[config.mk]
export PLATFORM = sky130hd
export DESIGN_NAME = tcic_timer
export DESIGN_NICKNAME = d
export VERILOG_FILES = /design/src/common/tcic_pkg.sv /design/src/logic/tcic_timer.sv /design/src/logic/tcic_trigger.sv
export SDC_FILE = /design/constraint.sdc
export NUM_CORES = 1
export LEC_CHECK = 0
export BUFFER_PORTS_ARGS = -buffer_cell sky130_fd_sc_hd__buf_2
export CORE_MARGIN = 2
export CORE_UTILIZATION = 50
export CTS_CLUSTER_SIZE = 8
export DETAILED_ROUTE_END_ITERATION = 10
export GPL_TIMING_DRIVEN = 0
export HOLD_SLACK_MARGIN = 0.05
export PLACE_DENSITY_LB_ADDON = 0.1
export SLEW_MARGIN = 15
export SYNTH_ARGS = -nofsm -noshare
export SYNTH_HDL_FRONTEND = slang
export SYNTH_SLANG_ARGS = --single-unit
export TNS_END_PERCENT = 1
[constraint.sdc]
create_clock -name clk -period 4.6 [get_ports clk]
set_input_delay 0.69 -clock clk [delete_from_list [all_inputs] [get_ports clk]]
set_output_delay 0.69 -clock clk [all_outputs]
set_load 0.05 [all_outputs]
[src/common/tcic_pkg.sv]
// package for the 16-bit timer with input capture unit
// assumes an 8-bit register port and one 50 MHz system clock
package tcic_pkg;
   // ===========================================================
   // register offsets on the 8-bit port
   localparam logic [3:0] tcic_adr_ctrl_a    = 4'h0;
   localparam logic [3:0] tcic_adr_ctrl_b    = 4'h1;
   localparam logic [3:0] tcic_adr_cnt_lo    = 4'h2;
   localparam logic [3:0] tcic_adr_cnt_hi    = 4'h3;
   localparam logic [3:0] tcic_adr_cap_lo    = 4'h4;
   localparam logic [3:0] tcic_adr_cap_hi    = 4'h5;
   localparam logic [3:0] tcic_adr_flags     = 4'h6;
   localparam logic [3:0] tcic_adr_irq_mask  = 4'h7;
   localparam logic [3:0] tcic_adr_comp_ctrl = 4'h8;

   // ===========================================================
   // field positions
   localparam int tcic_b_wgm_lo_msb  = 1;   // ctrl_a[1:0] = mode[1:0]
   localparam int tcic_b_cs_msb      = 2;   // ctrl_b[2:0]
   localparam int tcic_b_wgm_hi_lsb  = 3;   // ctrl_b[4:3] = mode[3:2]
   localparam int tcic_b_edge        = 6;   // ctrl_b[6] 1 = rising
   localparam int tcic_b_filter      = 7;   // ctrl_b[7]
   localparam int tcic_b_ovf         = 0;   // flags / mask bit 0
   localparam int tcic_b_cap         = 5;   // flags / mask bit 5
   localparam int tcic_b_comp_sel    = 2;   // comp_ctrl[2]

   // ===========================================================
   // values
   localparam logic [15:0] tcic_bottom   = 16'h0000;
   localparam logic [15:0] tcic_max      = 16'hffff;
   localparam logic [15:0] tcic_one      = 16'h0001;
   localparam logic [2:0]  tcic_cs_off   = 3'h0;
   localparam logic [7:0]  tcic_rst_byte = 8'h00;
   localparam int          tcic_filt_len = 4;
   // modes; all but the last take top from the capture register
   localparam logic [3:0]  tcic_wgm_cap_a = 4'h8;
   localparam logic [3:0]  tcic_wgm_cap_b = 4'ha;
   localparam logic [3:0]  tcic_wgm_cap_c = 4'hc;
   localparam logic [3:0]  tcic_wgm_cap_d = 4'he;
   localparam logic [3:0]  tcic_wgm_ctc_a = 4'h4;

   // ===========================================================
   // carriers
   typedef struct packed {
      logic [3:0] addr;
      logic [7:0] wdata;
      logic       wr;
      logic       rd;
   } tcic_bus_req_t;

   typedef struct packed {
      logic       tick;      // timer clock enable from the prescaler
      logic       capture_pin;
      logic       comparator_output;
      logic       irq_ack_overflow;
      logic       irq_ack_capture;
   } tcic_ext_in_t;

   // ===========================================================
   // decoding shared by top and trigger edge detect
   function automatic logic tcic_mode_uses_cap(input logic [3:0] m);
      return (m == tcic_wgm_cap_a) || (m == tcic_wgm_cap_b) ||
             (m == tcic_wgm_cap_c) || (m == tcic_wgm_cap_d);
   endfunction : tcic_mode_uses_cap
endpackage : tcic_pkg

[src/logic/tcic_timer.sv]
// 16-bit up/down timer with input capture, 8-bit register port
// assumes the timer tick enable comes from an outside clock select,
// and irq acknowledges come from the interrupt controller
//
// What this block does
// - shared high-byte register holds its value between low-byte writes
// - 3-bit clock select chooses tick; zero stops the counter
// - counter steps up, down or clears on each timer tick
// - low-byte read of counter latches its high byte for later read
// - high write goes to holding reg; low write loads all 16 bits
// - software counter write beats count or clear in same cycle
// - counter reachable by software whether or not it runs
// - 4-bit mode field split over control registers a and b
// - overflow flag set where mode says, can raise interrupt
// - qualifying trigger edge copies counter into capture register
// - capture flag set with copy; enabled flag requests interrupt
// - capture flag clears on service or writing one
// - capture low read first latches high byte into holding reg
// - capture register writable only in modes using it as top
// - comparator select switches trigger source; may cause capture
// - comparator trigger sampled and edge detected like the capture pin
// - edge detector idles only in capture-top modes; filter keeps sampling
// - filter output changes only after four agreeing samples
// - filter enable bit in control b; filter runs on system clock
// - one 8-bit holding register shared by all 16-bit registers
// - bottom is 0x0000, maximum is 0xffff
module tcic_timer
   import tcic_pkg::*;
(
   // clock and reset
   input  wire logic          clk,
   input  wire logic          reset,
   // register port
   input  wire tcic_bus_req_t bus,
   output logic [7:0]         rdata,
   // external events and tick
   input  wire tcic_ext_in_t  ext,
   // status out
   output logic [2:0]         clock_select_field,
   output logic               irq_overflow,
   output logic               irq_capture,
   output logic               at_bottom,
   output logic               at_top
);
   typedef struct packed {
      logic [7:0]  timer_control_a;
      logic [7:0]  timer_control_b;
      logic [7:0]  comparator_ctrl_status;
      logic [7:0]  irq_mask;
      logic [7:0]  hold;
      logic [15:0] count_value;
      logic [15:0] capture_value;
      logic        overflow_flag;
      logic        capture_flag;
      logic        down;
      logic [7:0]  rdata;
   } tcic_state_t;

   tcic_state_t st, next_st;
   logic        cap_pin_edge;
   logic        cap_cmp_edge;
   logic [3:0]  waveform_mode_field;
   logic [15:0] top_val;
   logic        cap_top;
   logic        tick_en;

   // ===========================================================
   // mode decode
   assign waveform_mode_field = {
      st.timer_control_b[tcic_b_wgm_hi_lsb+1:tcic_b_wgm_hi_lsb],
      st.timer_control_a[tcic_b_wgm_lo_msb:0]};
   assign clock_select_field = st.timer_control_b[tcic_b_cs_msb:0];
   assign cap_top = tcic_mode_uses_cap(waveform_mode_field);
   // outside select turns the chosen source into a tick enable
   assign tick_en = ext.tick
                    && (clock_select_field != tcic_cs_off);
   assign top_val = cap_top ? st.capture_value : tcic_max;

   // ===========================================================
   // trigger paths: both conditioned alike so switching is clean
   tcic_trigger u_pin (
      .clk           (clk),
      .reset         (reset),
      .raw_in        (ext.capture_pin),
      .filter_enable (st.timer_control_b[tcic_b_filter]),
      .rising        (st.timer_control_b[tcic_b_edge]),
      .active        (!cap_top),
      .edge_pulse    (cap_pin_edge)
   );

   tcic_trigger u_cmp (
      .clk           (clk),
      .reset         (reset),
      .raw_in        (ext.comparator_output),
      .filter_enable (st.timer_control_b[tcic_b_filter]),
      .rising        (st.timer_control_b[tcic_b_edge]),
      .active        (!cap_top),
      .edge_pulse    (cap_cmp_edge)
   );

   // ===========================================================
   // next state
   always_comb begin
      logic trig;
      logic sel_cmp;
      logic [15:0] nxt_cnt;
      logic set_ovf;
      trig = 1'b0;
      sel_cmp = st.comparator_ctrl_status[tcic_b_comp_sel];
      nxt_cnt = st.count_value;
      set_ovf = 1'b0;
      next_st = st;
      next_st.rdata = tcic_rst_byte;

      // counting: dual-slope turns at top and bottom
      if (tick_en) begin
         if (waveform_mode_field == tcic_wgm_ctc_a
             || waveform_mode_field == tcic_wgm_cap_c
             || waveform_mode_field == tcic_wgm_cap_d) begin
            if (st.count_value == top_val) begin
               nxt_cnt = tcic_bottom;
               set_ovf = cap_top;
            end else
               nxt_cnt = st.count_value + tcic_one;
         end else if (cap_top) begin
            if (st.down) begin
               if (st.count_value == tcic_bottom) begin
                  next_st.down = 1'b0;
                  nxt_cnt = st.count_value + tcic_one;
                  set_ovf = 1'b1;
               end else
                  nxt_cnt = st.count_value - tcic_one;
            end else if (st.count_value == top_val) begin
               next_st.down = 1'b1;
               nxt_cnt = st.count_value - tcic_one;
            end else
               nxt_cnt = st.count_value + tcic_one;
         end else begin
            nxt_cnt = st.count_value + tcic_one;
            set_ovf = (st.count_value == tcic_max);
         end
      end
      next_st.count_value = nxt_cnt;

      // capture
      trig = sel_cmp ? cap_cmp_edge : cap_pin_edge;
      if (trig && !cap_top) begin
         next_st.capture_value = st.count_value;
      end

      // flag clears first, hardware sets win below
      if (ext.irq_ack_capture)
         next_st.capture_flag = 1'b0;
      if (ext.irq_ack_overflow)
         next_st.overflow_flag = 1'b0;

      // reads
      if (bus.rd) begin
         unique case (bus.addr)
            tcic_adr_ctrl_a:    next_st.rdata = st.timer_control_a;
            tcic_adr_ctrl_b:    next_st.rdata = st.timer_control_b;
            tcic_adr_cnt_lo: begin
               next_st.rdata = st.count_value[7:0];
               next_st.hold = st.count_value[15:8];
            end
            tcic_adr_cap_lo: begin
               next_st.rdata = st.capture_value[7:0];
               next_st.hold = st.capture_value[15:8];
            end
            tcic_adr_cnt_hi,
            tcic_adr_cap_hi:    next_st.rdata = st.hold;
            tcic_adr_flags: begin
               next_st.rdata[tcic_b_ovf] = st.overflow_flag;
               next_st.rdata[tcic_b_cap] = st.capture_flag;
            end
            tcic_adr_irq_mask:  next_st.rdata = st.irq_mask;
            tcic_adr_comp_ctrl: next_st.rdata = st.comparator_ctrl_status;
            default:            next_st.rdata = tcic_rst_byte;
         endcase
      end

      // writes
      if (bus.wr) begin
         unique case (bus.addr)
            tcic_adr_ctrl_a:    next_st.timer_control_a = bus.wdata;
            tcic_adr_ctrl_b:    next_st.timer_control_b = bus.wdata;
            tcic_adr_cnt_hi,
            tcic_adr_cap_hi:    next_st.hold = bus.wdata;
            tcic_adr_cnt_lo: begin
               // write wins over any count this cycle, running or not
               next_st.count_value = {st.hold, bus.wdata};
               set_ovf = 1'b0;
               next_st.down = st.down;
            end
            tcic_adr_cap_lo: begin
               if (cap_top)
                  next_st.capture_value = {st.hold, bus.wdata};
            end
            tcic_adr_flags: begin
               if (bus.wdata[tcic_b_ovf])
                  next_st.overflow_flag = 1'b0;
               if (bus.wdata[tcic_b_cap])
                  next_st.capture_flag = 1'b0;
            end
            tcic_adr_irq_mask:  next_st.irq_mask = bus.wdata;
            tcic_adr_comp_ctrl: next_st.comparator_ctrl_status = bus.wdata;
            default: ;
         endcase
      end
      // hold untouched by low writes so a shared high byte is reused

      if (set_ovf)
         next_st.overflow_flag = 1'b1;
      if (trig && !cap_top)
         next_st.capture_flag = 1'b1;
   end

   always_ff @(posedge clk) begin
      if (reset)
         st <= '0;
      else
         st <= next_st;
   end

   // ===========================================================
   // outputs
   assign rdata = st.rdata;
   assign irq_overflow = st.overflow_flag && st.irq_mask[tcic_b_ovf];
   assign irq_capture = st.capture_flag
                        && st.irq_mask[tcic_b_cap];
   assign at_bottom = (st.count_value == tcic_bottom);
   assign at_top = (st.count_value == top_val);
endmodule : tcic_timer

[src/logic/tcic_trigger.sv]
// trigger conditioning: sync, optional 4-sample filter, edge detect
// assumes raw inputs are asynchronous to clk
module tcic_trigger
   import tcic_pkg::*;
(
   // clock and reset
   input  wire logic clk,
   input  wire logic reset,
   // raw trigger and controls
   input  wire logic raw_in,
   input  wire logic filter_enable,
   input  wire logic rising,
   input  wire logic active,
   // event out
   output logic      edge_pulse
);
   typedef struct packed {
      logic       sync1;
      logic       sync2;
      // sync2 is the newest of the four samples, so the filter adds
      // exactly four cycles and not five
      logic [tcic_filt_len-2:0] hist;
      logic       filt;
      logic       last;
      logic       pulse;
   } tcic_trg_state_t;

   tcic_trg_state_t st, next_st;

   always_comb begin
      logic lvl;
      lvl = 1'b0;
      next_st = st;
      next_st.sync1 = raw_in;
      next_st.sync2 = st.sync1;
      next_st.hist = {st.hist[tcic_filt_len-3:0], st.sync2};
      // output moves only when all four samples agree
      if (&{st.hist, st.sync2})
         next_st.filt = 1'b1;
      else if (~|{st.hist, st.sync2})
         next_st.filt = 1'b0;
      lvl = filter_enable ? st.filt : st.sync2;
      next_st.last = lvl;
      // frozen while mode takes top from capture register
      next_st.pulse = active && (rising ? (lvl && !st.last)
                                        : (!lvl && st.last));
      if (!active)
         next_st.last = st.last;
   end

   always_ff @(posedge clk) begin
      if (reset)
         st <= '0;
      else
         st <= next_st;
   end

   assign edge_pulse = st.pulse;
endmodule : tcic_trigger

# Word-level counts from Yosys, hierarchy flattened
# Cells that the tools add are included.
[op_classes]
addsub = 2
n_eq_ne = 18
muxes = 51
bitwise = 1
reduce_logical = 33
[ops]
columns = ["op", "n"]
rows = [
  ["$mux 16", 12],
  ["$mux 43", 1],
  ["$mux 1", 30],
  ["$pmux 4 s7", 1],
  ["$eq 4x3->1 const B", 5],
  ["$eq 4x4->1 const B", 5],
  ["$add 16x1->16 const B", 1],
  ["$eq 16x16->1", 1],
  ["$eq 16x16->1 const B", 1],
  ["$logic_not 16->1", 1],
  ["$mux 8", 2],
  ["$pmux 1 s8", 2],
  ["$pmux 8 s2", 1],
  ["$sub 16x1->16 const B", 1],
  ["$pmux 2 s7", 1],
  ["$logic_and 1x1->1", 10],
  ["$eq 4x2->1 const B", 2],
  ["$reduce_and 2->1", 4],
  ["$reduce_and 4->1", 2],
  ["$reduce_or 4->1", 2],
  ["$logic_not 1->1", 5],
  ["$logic_or 1x1->1", 5],
  ["$eq 4x1->1 const B", 1],
  ["$logic_not 4->1", 1],
  ["6 further kinds", 8],
]
[totals]
regBits = 99
input_bits = 21
output_inout_bits = 15
wordCells = 128

# Logic depth before layout (Yosys ltp)
# Gate-level depths: netlist of the first run.
[depth]
depth_word = 14
ltp_mapped = 12
mapped_depth_nobuf = 10

# Modules after synthesis
# Synthesis of the first run repeated with hierarchy kept, for this count alone.
[hier_totals]
hier_cells = 757
area_unflattened_um2 = 5905.7
[modules_own_cells]
columns = ["mod", "instances", "cells_per_inst", "area_each_um2", "seq_area_each_um2"]
rows = [
  ["tcic_timer", 1, 713, 5342.6, 1661.6],
  ["tcic_trigger", 2, 22, 281.5, 160.2],
]

# Worst setup path after synthesis of the first run
# OpenSTA, ideal clock, no wires.
[synth_path]
kind = "flip-flop to flip-flop"
from = "register st[27] in the netlist's numbering"
to = "register st[10] in the netlist's numbering"
setup_ns = 0.065
t_arrival_ns = 3.142
required_time_ns = 4.535
slack_ns = 1.393
stages_incl_launch_ff = 12
path_buffers = 1
synth_period_minus_slack_ns = 3.207
cell_sequence = "dfxtp_1 clkbuf_1 inv_1 ha_1 nor4b_1 nand3_1 nor3_1 a21oi_1 a21oi_1 a21o_1 a21oi_1 nor2_1"
[synth_between]
elab_chain_cells = 9
elab_cells_between_ends = 12
cone_classes = "2 x eq/ne; 9 x mux; 1 x reduce/logical"
[synth_lines]
columns = ["element", "line_no", "source"]
rows = [
  ["start: declaration", "tcic_timer.sv:59", "tcic_state_t st, next_st;"],
  ["start signal: assignment", "tcic_timer.sv:222", "st <= next_st;"],
  ["$logic_not 16->1 (*)", "n/a", ""],
  ["named net at_bottom", "tcic_timer.sv:42", "output logic at_bottom,"],
  ["$mux 1 (*)", "tcic_timer.sv:127", "if (st.count_value == tcic_bottom) begin"],
  ["$mux 1 (*)", "tcic_timer.sv:126", "if (st.down) begin"],
  ["$mux 1 (*)", "tcic_timer.sv:125", "end else if (cap_top) begin"],
  ["$mux 1 (*)", "tcic_timer.sv:117", "if (waveform_mode_field == tcic_wgm_ctc_a"],
  ["$mux 1 (*)", "tcic_timer.sv:116", "if (tick_en) begin"],
  ["$mux 1", "tcic_timer.sv:184", "unique case (bus.addr)"],
  ["$mux 1 (*)", "tcic_timer.sv:183", "if (bus.wr) begin"],
  ["$mux 1 (*)", "tcic_timer.sv:212", "if (set_ovf)"],
]
# Mark *: on every way through the listed nets, which the timed path passes. The rest lies on a longest branch.
# A chain may end at the register's enable or synchronous reset.

# Worst setup path in the final report of the first run
[layout_path]
from = "register st[27] in the netlist's numbering"
to = "register st[36] in the netlist's numbering"
[layout_between]
elab_chain_cells = 8
elab_cells_between_ends = 13
cone_classes = "2 x add/sub; 1 x eq/ne; 9 x mux; 1 x reduce/logical"
[layout_lines]
columns = ["element", "line_no"]
rows = [
  ["$add 16x1->16, or another cell as far along", "n/a"],
  ["$mux 16, on equally long branches", "tcic_timer.sv:133, tcic_timer.sv:127"],
  ["$mux 16", "tcic_timer.sv:126"],
  ["$mux 16", "tcic_timer.sv:125"],
  ["$mux 16 (*)", "tcic_timer.sv:117"],
  ["$mux 16 (*)", "tcic_timer.sv:116"],
  ["$mux 16", "tcic_timer.sv:184"],
  ["$mux 43 (*)", "tcic_timer.sv:183"],
]
# Every way passes the cells marked *; elsewhere a longest branch is shown, timed or not.

==> run summary, run 1 <==
Global routing used 33.77% of the available tracks. The max-slew headroom at the worst pin came out at 29.14%. The number of standard-cell rows in the floorplan is 39, and the number of routed nets with antenna violations is 0. The number of buffer and inverter instances along the worst setup path was 3. For the total count of max-transition violations in the final report, the log shows 0.

The synthesized-area fraction occupied by adder cells came out at 0.4327%. Clock skew on the completed layout was measured at 15.34 ps. Buffer depth of the longest clock path: 2. The number of synthesized register bits is 99, and the number of nets in the layout is 821. The share of the Yosys chip area taken by registers is 34.27%.

The filler cell count was 1092. In the final layout, the multi-input gates occupy 3426 um^2. In the post-route analysis, the smallest setup slack over all paths is 812.6 ps. For the count of different cell masters after synthesis, the log shows 60. Averaged over all synthesized cells, the footprint is 7.629 um^2.

Entering global routing, the biggest net connects 20 pins. The routed design has 20900 um of wire. The cell family contributing the most delay on the critical path is compound AO/OA/AOI/OAI gates.

The largest family of logic cells by synthesized area is simple AND/OR/NAND/NOR gates. For the via count, the log shows 6226. The run gives 15360 um as the half-perimeter wire length after placement. The time the worst path needs with I/O delays and setup was 3787 ps; the netlist area before placement was 5783 um^2. The tools report the root buffer cell as sky130_fd_sc_hd__clkbuf_16.

The depth of the CTS H-tree came out at 3. After routing the design area is 6430 um^2. The number of clock buffers added by TritonCTS is 9. In the finished design, the share of the clock period the worst path needs comes to 82.33%. Synthesis handed over a netlist of 758 instances. The worst setup path is of the reg2reg kind. The initial antenna violation count is 0, and the residual DRC count is 0. The number of warnings issued by yosys is 0, and the fraction of the mapped netlist area in simple logic gates is 27.48%.

The floorplan step set the die height to 111.5 um. The most used flip-flop cell after synthesis is sky130_fd_sc_hd__dfxtp_1. Leaving out fill and tap cells, the most frequent cell in the layout is sky130_fd_sc_hd__nand2_1. The clock sink total was 99; the mean number of vias per cell was 6.581. Setup repair after global routing left no endpoint under its margin. In this run the worst hold path is classified as reg2reg.

The critical path goes through clkbuf_1 -> inv_1 -> ha_1 -> nor4b_1 -> nand3_1 -> o31ai_1 -> nor2_1 -> a21oi_1 -> buf_2 -> a311oi_1 -> a211oi_1. The number of resized instances in the post-cts repair step is 0, and the maximum cell stage delay along the critical path is 520 ps. Number of endpoints with negative hold slack in the final report: 0.

The starting density of the core is 50.86%. The final number of setup-violating endpoints is 0. The number of global-route vias before repair is 5866. For the leakage component of the power, the log shows 0.002257 uW. The tools report the area after detailed placement as 6113 um^2.

The share of post-route cells with drive strength above 1 works out to 9.340%. Setup TNS after final layout: 0 ps. The tools report the signal arrival time at the worst endpoint as 4050 ps. In this run, synthesis inferred 0 flip-flops with an integrated enable.

The slowest stage of the critical path belongs to the cell sky130_fd_sc_hd__o31ai_1. In the final layout, flip-flops and latches occupy 1982 um^2. The die is 111.5 um wide.

Summing the areas of all compound-gate instances in the mapped netlist gives 24.06% of the synthesized area. IR analysis of the VDD net gives a maximum drop of 0.3713 mV. The number of buffers inserted by port buffering was 29; the overall die area was 12440 um^2. STA classifies the critical path endpoint as a flip-flop. The synthesized-area fraction occupied by xor and xnor cells was 3.180%. Compared with the post-synthesis result, the final layout area differs by 11.19%.

After clock tree synthesis, the setup repair step added 0 buffers. After detailed routing, the average wire length per cell comes to 22.10 um. For the worst setup path, the data required time is 4860 ps. The tools report the final global-route overflow total as 0. The worst setup path is launched from a flip-flop.

Worst setup slack after placement: 972.7 ps. Buffers inserted to repair hold after CTS numbered 0. Counting every net in the synthesized netlist gives 781. The run finished with clean final reports. Of all nets on the critical path, the largest fanout is 10. The floorplan step defined a core boundary enclosing 11370 um^2.

The tools report the final weighted congestion in routability-driven placement as 0.9662. For this run, asynchronously set or reset flops after synthesis account for 0%. After the first detailed-routing iteration, the DRC count stood at 986. The number of antenna diodes in the final layout is 0. The clock-pin slew reported for the worst setup and hold paths after clock tree synthesis is 70 ps. Dividing total power by cell area gives a power density of 298.8 nW/um^2.

The tool flagged a number of max-cap violations equal to 0. The library cells used most frequently in the layout, excluding fill and tap cells, are sky130_fd_sc_hd__nand2_1 (100), sky130_fd_sc_hd__dfxtp_1 (99), sky130_fd_sc_hd__nor2_1 (72). For the pin with the worst max-slew slack, the measured transition is 1055 ps. The first global-routing pass estimated 32800 um of wire.

Measured against the total synthesized area, the mux share comes to 3.981%. The clock reaches the later pin of the worst-skew pair after 380 ps. TritonCTS built the clock tree. The maximum clock rate is 264.0 MHz. The detailed-routing iteration count for the pre-antenna-repair pass was 7; the number of I/O pins was 36.
report_power, final:
part           leakage [uW]  internal, uW  switching, uW
sequential         0.000801           871           16.9
combinational       0.00130          59.4            149
clock              0.000152           436            389
total               0.00226          1370            555
layout make-up:
| type | instances | area share, % |
|---|---|---|
| Multi-Input combinational cell | 575 | 53.28 |
| Sequential cell | 99 | 30.82 |
| Buffer | 79 | 5.643 |
| Clock buffer | 9 | 3.503 |
| Tap cell | 143 | 2.783 |
| Timing Repair Buffer | 29 | 2.257 |
| Clock inverter | 7 | 1.421 |
| Inverter | 5 | 0.2919 |
worst paths after layout:
path,start,end,slack [ps],cells after the start
max reg2reg,st[27]$_SDFF_PP0_,st[36]$_SDFF_PP0_,810,11
min,u_pin.next_st[6]$_SDFF_PP0_,u_pin.next_st[3]$_SDFF_PP0_,450,1
min reg2reg,u_pin.next_st[6]$_SDFF_PP0_,u_pin.next_st[3]$_SDFF_PP0_,450,1
max,st[27]$_SDFF_PP0_,st[36]$_SDFF_PP0_,810,11
metrics by stage:
stage	total power, uW	util (%)	hold slack [ps]	cells
global route	1969	56.55	465.1	946
finish	1921	56.55	448.7	946
CTS	1921	56.55	456.0	946
global placement	1106	53.71	415.7	930
floorplan	1036	-	413.8	758
detailed placement	1108	53.77	435.9	930
cell families after synthesis:
logic type / count (synthesis)
muxes: 23
and+or+nand+nor: 325
DFF: 99
xor gates and xnor gates: 21
adders and majority gates: 2
buffers and inverters: 84
AOI/OAI and AO/OA: 204
routing by layer:
layer / wire (um) / track usage, % / part of all wire [%]
met4: 806 / 15.31 / 3.9
met1: 8756 / 44.87 / 42
met2: 9353 / 51.75 / 45
met3: 1987 / 8.819 / 9.5
met5: 0 / 0 / 0
flip-flops by register name (all words and copies together) (netlist names):
register	count
clock_select_field	3
rdata	8
st	72
u_cmp.edge_pulse	1
u_cmp.next_st	4
u_cmp.st	3
u_pin.edge_pulse	1
u_pin.next_st	4
u_pin.st	3
synth_stat cells, drive strengths merged, types with 8 or more instances:
cell type  number  area [um^2]
nor4           13        102.6
a21oi          66        341.6
a22o            9        78.83
o21ai          24        120.1
a31oi          10        62.56
a222oi         17        170.2
xor2           12        105.1
nand2b          8        57.55
dfxtp          99         1982
a211oi         24        185.2
nand2         100        375.4
nand3          47        235.2
o211ai          8        60.06
xnor2           9        78.83
nor3           25        125.1
mux2i          23        230.2
nor2           72        270.3
and3           13        81.33
clkbuf         57        216.5
nor2b          16        100.1
o22ai          10        62.56
buf            22        146.4
(Power assumes the default switching activity.)
==> run 2, diff against run 1 <==
Clock period 4.6 ns to 3.12 ns, I/O delays scaled along.
==> run 2 against run 1 <==
  * Sequential cell count did not move
  * Worst setup slack got worse by 630 ps
  * Combinational power rose by 52%
  * Fmax rose by 29%
  * Critical path type unchanged
  * Critical endpoint is now st[27]$_SDFF_PP0_
  * Largest cell class unchanged
  * Largest power group unchanged
==> run summary, run 2 (same netlist as run 1, synthesis figures left out) <==
The number of I/O pins is 36 (unchanged), and the max-slew headroom at the worst pin is 31.42% (+2.3 points). The mean number of vias per cell was 6.598 (+0.25%). The logs give 0 (unchanged) for the final global-route overflow total and 12440 um^2 (unchanged) for the overall die area.

The clock-pin slew reported for the worst setup and hold paths after clock tree synthesis is 80 ps (about the same). The number of standard-cell rows in the floorplan is 39 (unchanged), and the residual DRC count is 0 (unchanged). The floorplan core area came out at 11370 um^2 (unchanged).

The number of global-route vias before repair was 5828 (-0.65%). The area of all placed cells without fillers was 6510 um^2 (+1.2%); the worst-case register-to-register setup slack was 180 ps (-630 ps). The critical-path maximum fanout came out at 10 (unchanged).

The tools report the clock sink total as 99 (unchanged). The slew at the pin closest to its max-slew limit was 1021 ps (-34.01 ps); the starting density of the core was 50.86% (unchanged). The half-perimeter wire length after placement is 15030 um (-2.1%).

The tools report the buffer depth of the longest clock path as 2 (unchanged). Total count of max-transition violations in the final report: 0 (unchanged). The clock tree skew after final layout is 8.352 ps (-6.993 ps), and the maximum clock rate is 340.4 MHz (+29%). The clock latency reported for the late side of the worst-skew pair came out at 360 ps (-20 ps). The tools report the maximum resistive drop on vdd as 0.4958 mV (+34%).

The number of buffers inserted by port buffering was 29 (unchanged); the time the worst path needs with I/O delays and setup was 2938 ps (-849.8 ps). The startpoint identified for the worst register-to-register timing path is st[71]$_SDFFE_PP0P_. Depth of the CTS H-tree: 3 (unchanged).

The areal power density over the cells was 423.7 nW/um^2 (+42%); the total global routing track utilization was 33.45% (-0.32 points). Final number of setup-violating endpoints: 0 (unchanged). Setup repair after global routing left no endpoint under its margin. The leading cell type in the layout, fill and taps excluded was sky130_fd_sc_hd__nand2_1. In this run the worst hold path is classified as in2reg.

The sum of routed wire length over all layers is 20760 um (-0.68%), and the total clock buffers created by CTS is 9 (unchanged). The signal arrival time at the worst endpoint is 3160 ps (-890 ps). Type of origin of the critical path: a flip-flop. The logs give 1.021 (+5.7%) for the final weighted congestion in routability-driven placement and 32540 um (-0.78%) for the global-route wire length before repair.

The area after detailed placement is 6118 um^2 (about the same), and the number of nets in the layout is 823 (+0.24%). Number of cells on the critical path: 11 (unchanged). TritonCTS built the clock tree. The met3 routed wirelength was 2098 um (+5.6%). The initial antenna violation count is 0 (unchanged). Slowest cell on the critical path: sky130_fd_sc_hd__or4b_1. The average detailed-routed wire length per instance works out to 21.90 um (-0.89%). For the pin count of the biggest net entering global routing, the log shows 20 (unchanged). The maximum cell stage delay along the critical path is 460 ps (-60 ps), and the worst endpoint required time is 3340 ps (-1520 ps). The register with the most flip-flops was st. The tools report the detailed-routing iteration count for the pre-antenna-repair pass as 10 (+3). Beginning of the worst hold path: ext[3]. The instance count along the most critical hold path works out to 2 (+1). The run finished with clean final reports. Compared with the post-synthesis result, the final layout area differs by 12.57%. The signal on the critical path passes through buf_2 -> or4b_1 -> a21oi_1 -> o32ai_1 -> nor4_4 -> buf_4 -> and2_0 -> clkbuf_1 -> nor3_1 -> a21oi_1 -> a211oi_1. The tools report the routed length on met1 as 8457 um (-3.4%).

The startpoint-to-endpoint class of the critical path was reg2reg. Path depth of the worst reg2reg path: 11 (unchanged). Type of destination of the critical path: a flip-flop. The number of buffer and inverter instances along the worst setup path was 3 (unchanged).

The kind of cell adding the most delay to the critical path is simple AND/OR/NAND/NOR gates. The share of post-route cells with drive strength above 1 was 11.06% (+1.7 points). The cell that appears most often on the critical path is sky130_fd_sc_hd__a21oi_1. The number of flip-flops under the largest register name was 72 (unchanged). The die boundary width is 111.5 um (unchanged), and the leakage component of the power is 0.002289 uW (+1.4%).

The number of DRC markers in iteration 0 was 773 (-22%); the number of routed nets with antenna violations was 0 (unchanged). The number of maximum-capacitance violations came out at 0 (unchanged). The worst hold path terminates at u_pin.next_st[6]$_SDFF_PP0_. The antenna diode count is 0 (unchanged). The tools report the endpoint of the most critical register-to-register path as st[27]$_SDFF_PP0_. In the layout the commonest cells are sky130_fd_sc_hd__nand2_1 (100), sky130_fd_sc_hd__dfxtp_1 (99), sky130_fd_sc_hd__nor2_1 (71). The hold slack is 312.3 ps (-136.5 ps), and the final period utilization is 94.15% (+12 points). The top metal layer carrying routed signals is met4. The via count came out at 6255 (+0.47%). The final core utilization was 57.26% (+0.70 points). The number of endpoints with negative hold slack in the final report was 0 (unchanged). The total length of routed met2 wires is 9503 um (+1.6%).

The root buffer cell was sky130_fd_sc_hd__clkbuf_16. The height of the die is 111.5 um (unchanged).
## run 2: final cells by class
type                       count  area [um^2]
buffer                        78        364.1
clock buffer                   9        225.2
clock inverter                 7        65.06
fill                        1069         4860
inverter                       5        18.77
multi-input combinational    576         3516
sequential                    99         1982
tap                          143        178.9
timing repair buffer          31        160.2
## run 2: power breakdown
group          internal [uW]  leakage (uW)  switching, uW  total, uW
registers               1280      0.000801           26.1       1310
clock network            563      0.000141            568       1130
logic                   92.6       0.00135            224        316
total                   1940       0.00229            818       2760
## run 2: worst max path at each step
| stage | to | from | slack, ps |
|---|---|---|---|
| floorplan | st[29]$_SDFF_PP0_ | st[75]$_SDFFE_PP0P_ | 80 |
| global placement | st[29]$_SDFF_PP0_ | st[27]$_SDFF_PP0_ | -430 |
| detailed placement | st[29]$_SDFF_PP0_ | st[27]$_SDFF_PP0_ | -460 |
| CTS | st[40]$_SDFF_PP0_ | st[28]$_SDFF_PP0_ | 50 |
| global route | st[27]$_SDFF_PP0_ | st[71]$_SDFFE_PP0P_ | 0.3 |
| finish | st[27]$_SDFF_PP0_ | st[71]$_SDFFE_PP0P_ | 180 |
## run 2: metal layers
| layer | GRT usage, % | vias to the layer above |
|---|---|---|
| li1 | - | 2857 |
| met1 | 43.28 | 2952 |
| met2 | 53.54 | 385 |
| met3 | 8.873 | 61 |
| met4 | 13.17 | 0 |
| met5 | 0 | - |
## run 2: what timing repair did
| item | CTS | global route |
|---|---|---|
| resized for setup | 6 | 10 |
| gates cloned | 0 | 1 |
| hold buffers | 0 | 0 |
| pin swaps | 1 | 0 |
| endpoints found under the setup margin | 15 | 19 |
| setup buffers | 2 | 0 |
## run 2: stage by stage
step                      cells  setup WS (ps)  TNS (ps)  total power (uW)
after CTS                   948          50.90         0              2748
after floorplan             758          84.27         0              1529
after global routing        948         0.3133         0              2833
after detailed placement    930         -460.5     -4574              1634
after global placement      930         -432.8     -4173              1629
final                       948          182.4         0              2758
